[config.mk]
export PLATFORM = sky130hd
export DESIGN_NAME = ppfh_frame_handler
export DESIGN_NICKNAME = d
export VERILOG_FILES = /design/src/ppfh_pkg.sv /design/src/ppfh_frame_handler.sv
export SDC_FILE = /design/constraint.sdc
export NUM_CORES = 1
export LEC_CHECK = 0
export BUFFER_PORTS_ARGS = -buffer_cell sky130_fd_sc_hd__buf_2
export CAP_MARGIN = 20
export CORE_MARGIN = 1.5
export CORE_UTILIZATION = 36
export DETAILED_ROUTE_END_ITERATION = 7
export GPL_TIMING_DRIVEN = 0
export PLACE_DENSITY = 0.52
export SKIP_LAST_GASP = 1
export SLEW_MARGIN = 40
export SYNTH_ARGS = -nofsm -noshare
export SYNTH_HDL_FRONTEND = slang
export SYNTH_SLANG_ARGS = --single-unit
[constraint.sdc]
create_clock -name sys_clk -period 4.52 [get_ports sys_clk]
set_clock_uncertainty 0.1 [all_clocks]
set_input_delay 0.226 -clock sys_clk [delete_from_list [all_inputs] [get_ports sys_clk]]
set_output_delay 0.226 -clock sys_clk [all_outputs]
set_load 0.005 [all_outputs]
[src/ppfh_pkg.sv]
package ppfh_pkg;

  // Frame and code values.
  localparam int        FRAME_LEN       = 40;
  localparam logic [5:0] LAST_IDX       = 6'h27;
  localparam logic [7:0] CR_CODE        = 8'h0d;
  localparam logic [7:0] BLANK_CODE     = 8'h20;
  localparam logic [7:0] EOL_DEFAULT    = 8'h9b;

  // Completion status values.
  localparam logic [7:0] ST_OK          = 8'h80;
  localparam logic [7:0] ST_BAD_CMD     = 8'h81;
  localparam logic [7:0] ST_FRAME_ERR   = 8'h82;
  localparam logic [7:0] ST_TIMEOUT     = 8'h84;

  // Host command codes.
  localparam logic [1:0] CMD_WRITE      = 2'h1;
  localparam logic [1:0] CMD_STATUS     = 2'h2;

  // Timing.
  localparam int        CLK_HZ          = 40000000;
  localparam int        ACK_LIMIT_S     = 4;
  localparam int        ACK_LIMIT_CYC   = ACK_LIMIT_S * CLK_HZ;

  typedef enum logic [2:0] {
    PPFH_IDLE,
    PPFH_RECV,
    PPFH_STROBE,
    PPFH_RELEASE,
    PPFH_ANSWER
  } ppfh_state_t;

endpackage : ppfh_pkg

[src/ppfh_frame_handler.sv]
// Operation
// - Answer printer commands only with printer attached.
// - Accept 40-byte frame, forward bytes in order.
// - Drop characters following a line terminator.
// - Forward line terminator as carriage return 13.
// - Other bytes pass unchanged, no line feed.
// - Consecutive terminators alternate carriage return, blank.
// - Frame without terminator forwarded whole, nothing added.
// - Status answered only when attached and powered.
// - Status 128 success, 129 bad command.
// - Status 130 after errored data frame.
// - Status 132 after 4 s frame print timeout.
module ppfh_frame_handler #(
  parameter int         TIMEOUT_CYCLES       = ppfh_pkg::ACK_LIMIT_CYC,
  parameter logic [7:0] LINE_TERMINATOR_CODE = ppfh_pkg::EOL_DEFAULT
) (
  // Clock and reset
  input  wire logic       sys_clk,
  input  wire logic       sys_rst,
  // Host commands
  input  wire logic       cmd_valid,
  input  wire logic [1:0] cmd_code,
  output logic            cmd_ready,
  // Host frame bytes
  input  wire logic       byte_valid,
  input  wire logic [7:0] byte_data,
  input  wire logic       byte_err,
  output logic            byte_ready,
  // Host answer
  output logic            resp_valid,
  output logic [7:0]      resp_status,
  // Printer port pins
  input  wire logic       printer_present,
  input  wire logic       printer_power,
  input  wire logic       prn_ack,
  output logic            prn_strobe,
  output logic [7:0]      prn_data
);

  ppfh_pkg::ppfh_state_t state, next_state;
  logic [7:0]  frame_mem [ppfh_pkg::FRAME_LEN];
  logic [2:0]  sync1, sync2;
  logic [5:0]  rcv_idx, next_rcv_idx;
  logic [5:0]  send_idx, next_send_idx;
  logic [5:0]  stop_idx, next_stop_idx;
  logic        eol_seen, next_eol_seen;
  logic        rcv_err, next_rcv_err;
  logic        eol_run, next_eol_run;
  logic [27:0] timer, next_timer;
  logic [7:0]  next_status;
  logic        next_resp_valid;
  logic        next_strobe;
  logic [7:0]  next_prn_data;
  logic        attached, powered, ack_s;
  logic        byte_take, timed_out;
  logic [5:0]  load_idx;
  logic [7:0]  load_char;

  // Pins are asynchronous to sys_clk; only sync2 is read by logic.
  always_ff @(posedge sys_clk) begin
    sync1 <= {printer_present, printer_power, prn_ack};
    sync2 <= sync1;
  end

  assign attached   = sync2[2];
  assign powered    = sync2[1];
  assign ack_s      = sync2[0];
  assign cmd_ready  = (state == ppfh_pkg::PPFH_IDLE);
  assign byte_ready = (state == ppfh_pkg::PPFH_RECV);
  assign byte_take  = byte_valid && byte_ready;
  assign timed_out  = (timer >= 28'(TIMEOUT_CYCLES - 1));
  assign load_idx   = (state == ppfh_pkg::PPFH_RECV) ? 6'h00 : send_idx + 6'h01;
  assign load_char  = frame_mem[load_idx];

  always_ff @(posedge sys_clk) begin
    if (byte_take) begin
      frame_mem[rcv_idx] <= byte_data;
    end
  end

  always_comb begin
    next_state      = state;
    next_rcv_idx    = rcv_idx;
    next_send_idx   = send_idx;
    next_stop_idx   = stop_idx;
    next_eol_seen   = eol_seen;
    next_rcv_err    = rcv_err;
    next_eol_run    = eol_run;
    next_timer      = timer;
    next_status     = resp_status;
    next_resp_valid = 1'b0;
    next_strobe     = prn_strobe;
    next_prn_data   = prn_data;
    case (state)
      ppfh_pkg::PPFH_IDLE: begin
        if (cmd_valid && attached) begin
          if (cmd_code == ppfh_pkg::CMD_WRITE) begin
            next_state    = ppfh_pkg::PPFH_RECV;
            next_rcv_idx  = 6'h00;
            next_eol_seen = 1'b0;
            next_rcv_err  = 1'b0;
            next_stop_idx = ppfh_pkg::LAST_IDX;
          end else if (cmd_code == ppfh_pkg::CMD_STATUS) begin
            if (powered) begin
              next_state = ppfh_pkg::PPFH_ANSWER;
            end
          end else begin
            next_status = ppfh_pkg::ST_BAD_CMD;
            next_state  = ppfh_pkg::PPFH_ANSWER;
          end
        end
      end
      ppfh_pkg::PPFH_RECV: begin
        if (byte_take) begin
          next_rcv_idx = rcv_idx + 6'h01;
          next_rcv_err = rcv_err | byte_err;
          if (byte_data == LINE_TERMINATOR_CODE && !eol_seen) begin
            next_eol_seen = 1'b1;
            next_stop_idx = rcv_idx;
          end
          if (rcv_idx == ppfh_pkg::LAST_IDX) begin
            if (rcv_err || byte_err) begin
              next_status = ppfh_pkg::ST_FRAME_ERR;
              next_state  = ppfh_pkg::PPFH_ANSWER;
            end else begin
              next_state    = ppfh_pkg::PPFH_STROBE;
              next_send_idx = 6'h00;
              next_timer    = '0;
              next_strobe   = 1'b1;
            end
          end
        end
      end
      ppfh_pkg::PPFH_STROBE: begin
        next_timer = timer + 28'h1;
        if (ack_s) begin
          next_strobe = 1'b0;
          next_state  = ppfh_pkg::PPFH_RELEASE;
        end
      end
      ppfh_pkg::PPFH_RELEASE: begin
        next_timer = timer + 28'h1;
        if (!ack_s) begin
          if (send_idx == stop_idx) begin
            next_status = ppfh_pkg::ST_OK;
            next_state  = ppfh_pkg::PPFH_ANSWER;
          end else begin
            next_send_idx = send_idx + 6'h01;
            next_strobe   = 1'b1;
            next_state    = ppfh_pkg::PPFH_STROBE;
          end
        end
      end
      ppfh_pkg::PPFH_ANSWER: begin
        next_resp_valid = 1'b1;
        next_state      = ppfh_pkg::PPFH_IDLE;
      end
      default: begin
        next_state = ppfh_pkg::PPFH_IDLE;
      end
    endcase
    // Character is latched as the strobe goes up, so data is stable for the whole strobe.
    if (next_strobe && !prn_strobe) begin
      if (load_char == LINE_TERMINATOR_CODE) begin
        next_prn_data = eol_run ? ppfh_pkg::BLANK_CODE : ppfh_pkg::CR_CODE;
        next_eol_run  = !eol_run;
      end else begin
        next_prn_data = load_char;
        next_eol_run  = 1'b0;
      end
    end
    if ((state == ppfh_pkg::PPFH_STROBE || state == ppfh_pkg::PPFH_RELEASE) && timed_out) begin
      next_status   = ppfh_pkg::ST_TIMEOUT;
      next_strobe   = 1'b0;
      next_prn_data = prn_data;
      next_eol_run  = eol_run;
      next_state    = ppfh_pkg::PPFH_ANSWER;
    end
  end

  always_ff @(posedge sys_clk) begin
    if (sys_rst) begin
      state       <= ppfh_pkg::PPFH_IDLE;
      rcv_idx     <= 6'h00;
      send_idx    <= 6'h00;
      stop_idx    <= ppfh_pkg::LAST_IDX;
      eol_seen    <= 1'b0;
      rcv_err     <= 1'b0;
      eol_run     <= 1'b0;
      timer       <= 28'h0;
      resp_status <= ppfh_pkg::ST_OK;
      resp_valid  <= 1'b0;
      prn_strobe  <= 1'b0;
      prn_data    <= 8'h00;
    end else begin
      state       <= next_state;
      rcv_idx     <= next_rcv_idx;
      send_idx    <= next_send_idx;
      stop_idx    <= next_stop_idx;
      eol_seen    <= next_eol_seen;
      rcv_err     <= next_rcv_err;
      eol_run     <= next_eol_run;
      timer       <= next_timer;
      resp_status <= next_status;
      resp_valid  <= next_resp_valid;
      prn_strobe  <= next_strobe;
      prn_data    <= next_prn_data;
    end
  end
endmodule : ppfh_frame_handler

# Word level (Yosys, flattened, before mapping)
# Memories as Yosys holds them, arrays and structs flattened.
# Cells that the tools add are included.
word_totals:
  ramBits: 320
  out_inout_bits: 20
  reg_bits: 76
  memories: 1
  elab_cells: 146
  in_bits: 18
classes:
  eq_ne: 34
  order_cmp: 1
  n_mux: 62
  n_bitwise: 2
  addsub: 3
  reduce_logical: 27
mem_list:
  columns: ["name", "depth", "width", "read_ports", "rd_ports_with_merged_regs", "write_ports", "line_no", "text"]
  rows:
  - ["frame_mem", 40, 8, 1, 0, 1, "ppfh_frame_handler.sv:41", "logic [7:0] frame_mem [ppfh_pkg::FRAME_LEN];"]
op_table:
  columns: ["op", "n"]
  rows:
  - ["28-bit two-way mux", 3]
  - ["6-bit two-way mux", 14]
  - ["8-bit two-way mux", 9]
  - ["28-bit one-hot mux with 2 select lines", 1]
  - ["3-bit two-way mux", 12]
  - ["6-bit one-hot mux with 2 select lines", 3]
  - ["28-bit by 1-bit adder with 28-bit output, second input constant", 1]
  - ["28-bit greater-or-equal comparator, second input constant", 1]
  - ["8-bit one-hot mux with 3 select lines", 1]
  - ["6-bit AND reduction", 3]
  - ["9-bit AND reduction", 2]
  - ["8-bit equality test, second input constant", 2]
  - ["1-bit two-way mux", 15]
  - ["3-bit by 2-bit inequality test with 1-bit output, second input constant", 5]
  - ["2-bit inequality test, second input constant", 7]
  - ["6-bit by 1-bit adder with 6-bit output, second input constant", 2]
  - ["2-bit by 1-bit inequality test with 1-bit output, second input constant", 6]
  - ["3-bit by 1-bit inequality test with 1-bit output, second input constant", 4]
  - ["3-bit one-hot mux with 4 select lines", 1]
  - ["4-bit AND reduction", 2]
  - ["3-bit by 2-bit equality test with 1-bit output, second input constant", 2]
  - ["6-bit equality test", 1]
  - ["6-bit equality test, second input constant", 1]
  - ["2-bit nonzero test", 3]
  - ["19 further kinds", 28]

# Depth between registers and ports, before layout
depth:
  word_depth: 7
  depth_mapped: 14
  depth_no_buf: 10

# Worst setup path before layout
# OpenSTA, ideal clock, no wires.
synth_path:
  path_kind: "flip-flop to flip-flop"
  startpoint: "reg send_idx[1]"
  endpoint: "reg prn_data[5]"
  period_less_slack_ns: 3.210
  path_stages_with_launch: 13
  t_required_ns: 4.361
  arrival_ns: 3.051
  n_path_buf: 4
  path_slack_ns: 1.310
  setup_ns: 0.059
  cell_sequence: "dfxtp_1 > ha_1 > buf_2 > buf_2 > buf_2 > buf_1 > mux4_2 > a21oi_1 > a21oi_1 > o21ai_0 > o311ai_0 > nor4b_2 > a31o_1"
synth_via:
  elab_chain_len: 6
  elab_cells_between_ends: 11
  classes_between: "1 x add/sub; 2 x eq/ne; 5 x mux; 2 x reduce/logical; 1 x memory"
synth_lines:
  columns: ["item", "line_no", "text"]
  rows:
  - ["from (decl)", "ppfh_frame_handler.sv:44", "logic [5:0] send_idx, next_send_idx;"]
  - ["from (signal assigned)", "ppfh_frame_handler.sv:198", "send_idx <= next_send_idx;"]
  - ["parallel branches: the longest is 6 deep, another holds memory read 40 x 8 bit", null, null]
  - ["to (signal assigned)", "ppfh_frame_handler.sv:207", "prn_data <= next_prn_data;"]
  - ["to (decl)", "ppfh_frame_handler.sv:37", "output logic [7:0] prn_data"]
# Several ways; the timed one is not identified.
# A chain may end at the register's enable or synchronous reset.

# Worst setup path after layout
layout_path:
  startpoint: "reg send_idx[0]"
  endpoint: "reg prn_data[5]"
# The elaborated chain is that of the path after synthesis.

==> flow_summary.ini <==
[place]
place_worst_setup_slack_ns = -0.420
io_buffers = 31
dpl.hpwl_mm = 32.4
gp_congestion = 0.925
place_inst = 1837

[cts]
cts_root_buffer = clkbuf_16
cts_tree = built
cts_buffer_depth = 3
cts_sinks = 391
insertion_delay_ns = 0.58
path_clk_slew_ns = 0.06
cts.htree.levels = 2
cts_buffers = 43

[critical_path]
crit_type = reg2reg
critPathArrivalTime_ns = 4.85
reg2regPathDepth = 12
critPathLaunchType = flop
crit_fanout = 10
required_ns = 4.88
critPathCaptureType = flop
r2r_end = prn_data[5]
r2r-start = send_idx[0]
rrSetupSlack_ns = 0.02

[die]
dieHeight_um = 215
pin_count = 38
core_area_um2 = 44400
die_x_um = 215
start_util_pct = 36.6
dieArea_um2 = 46400
row_count = 77

[logic_synthesis]
yosysMostFrequentCell = edfxtp_1
synthArstFlopShare_pct = 0
synth_commonest_cells = edfxtp_1 (320), nor2_1 (138), nand2_1 (85)
ys_warn_count = 0
synth-edff-count = 320
syn_inst = 1211
yosysUniqueCellTypes = 78
syn_avg_cell_area_um2 = 13.4
synth_area_leaders = edfxtp_1 (59%), dfxtp_1 (8.7%), mux2i_1 (3.6%)
synth_top_cell_area_share_pct = 59.1
seq_area_frac_synth_pct = 67.9
yosysTopAreaCell = edfxtp_1
ys.flop_type = edfxtp_1
syn-cell-area_um2 = 16300
ys_ff_latch = 391

[sta]
setup_ws_ns = 0.0219
slew-limit-headroom_pct = 37.9
slew_violations = 0
setup_violations = 0
min_period_over_period_pct = 99.5
fin_crit_ns = 4.50
tightest_slew_ns = 0.927
max_freq_mhz = 222
final-hold-violation-count = 0
rsz0062_at_grt = false

[final_layout]
multi_input_area_um2 = 4940
antenna_cells = 0
syn_to_final_growth_pct = 16.0
fin_util_pct = 42.4
drive_gt1_share_pct = 16.6
fin_nets = 1316
n_fill_cell = 4075
final_cells = 1921
seq_area_um2 = 11000

[hold_path]
holdPathStages = 4
min_from = cmd_valid
min-delay-path-class = in2reg
whs_endpoint = rcv_err

[global_routing]
grt_max_degree = 42
grt_util_all_layers_pct = 21.4
grt_pass1_vias = 10500
antenna_found_initial = 0
grt_pass1_wl_mm = 71.6
overflow = 0

[routing]
drtIter0Drc = 1278
firstDrtPassIters = 5
ant_nets = 0
drc_errors = 0
vias = 10800
viasPerCell = 5.60
drt_wl_total_mm = 49.7
wl_per_cell_um = 25.9

[power_and_ir_drop]
peakVddDrop_mv = 0.270
p_per_area_nw_per_um2 = 415
p_leak_uw = 0.00603
power.total_uw = 7820

[run]
maxCapViolCount = 0

[run_status]
status = completed
-- cell type report --
type | instances | share of cell area [%]
inverter | 10 | 0.285
clock buffer | 59 | 6.25
buffer | 77 | 2.06
clock inverter | 20 | 1.56
sequential | 391 | 58.5
timing repair buffer | 37 | 1.21
tap | 592 | 3.93
multi-input combinational | 735 | 26.2
-- per-stage QoR --
stage                     hold slack (ns)  setup TNS [ns]  area, um^2
final                              0.0480               0       18900
after global placement              0.210           -4.80       17200
after CTS                          0.0124               0       18800
after floorplan                     0.154               0       16300
after global routing               0.0516               0       18900
after detailed placement            0.218           -2.47       17200
-- registers in the layout, summed over array words and instances (netlist names) --
name         flops
resp_status      3
send_idx         6
eol_run          1
frame_mem      320
eol_seen         1
state            3
sync2            3
sync1            3
rcv_err          1
prn_data         8
stop_idx         6
resp_valid       1
rcv_idx          6
prn_strobe       1
timer           28
-- power breakdown --
group	switching, uW	total [uW]	internal (uW)
clock network	1440	3680	2230
logic	176	240	63.4
registers	6.76	3910	3900
total	1630	7820	6190
-- worst max-delay path by stage --
stage / endpoint / start / cells past startpoint / slack [ns]
finish: prn_data[5] / send_idx[0] / 12 / 0.02
global route: prn_data[0] / send_idx[1] / 13 / 0.004
CTS: prn_data[7] / send_idx[1] / 14 / 0.04
detailed placement: prn_data[4] / send_idx[1] / 11 / -0.42
global placement: prn_data[5] / send_idx[1] / 13 / -0.70
floorplan: prn_data[5] / send_idx[1] / 12 / 1.31
-- critical path: stages (launching register included) --
cell and delay, ns:
dfxtp_1 0.34, buf_4 0.23, clkinvlp_4 0.25, clkbuf_1 0.70
buf_2 0.47, clkbuf_1 0.58, o21ai_0 0.49, o211ai_1 0.29
o221a_2 0.27, nor2_1 0.08, nor4b_2 0.16, buf_4 0.19
a31o_1 0.21
-- layer usage --
| layer | wire, um | up-vias | GRT usage [%] | share of wire [%] |
|---|---|---|---|---|
| li1 | - | 4802 | - | - |
| met1 | 20700 | 5359 | 28.9 | 42 |
| met2 | 22700 | 498 | 33.5 | 46 |
| met3 | 4540 | 99 | 4.74 | 9.1 |
| met4 | 1770 | 0 | 8.46 | 3.6 |
| met5 | 0 | - | 0 | 0 |
-- layout by cell type, fill, tap and decap left out, types with 15 or more instances in the layout --
cell type,n
dfxtp_1,71
xor2_1,30
buf_2,52
nand2_1,85
nor2_2,31
a211oi_1,15
nor2_1,107
edfxtp_1,320
nand3_1,26
clkbuf_16,44
nor3_1,27
o21ai_0,39
o221ai_1,18
mux4_2,17
a21oi_1,70
mux2i_1,58
buf_4,16
clkbuf_1,41
-- what timing repair did --
item / in CTS / in global routing
buffers inserted: 1 / 0
resized for setup: 6 / 8
endpoints found under the setup margin: 8 / 8
hold endpoints to repair: 7 / 0
pin swaps: 1 / 0
hold buffers: 5 / 0
-- kinds of logic after synthesis --
kind of cell / count (synthesis) / synth area share [%]
flops: 391 / 67.9
fa+ha+maj: 3 / 0.231
buf+inv: 88 / 2.62
compound gates: 238 / 9.80
other cells: 2 / 0.0462
mux: 88 / 6.83
xor+xnor: 41 / 2.30
simple gates: 360 / 10.3
Power figures use the tool's default switching activity.
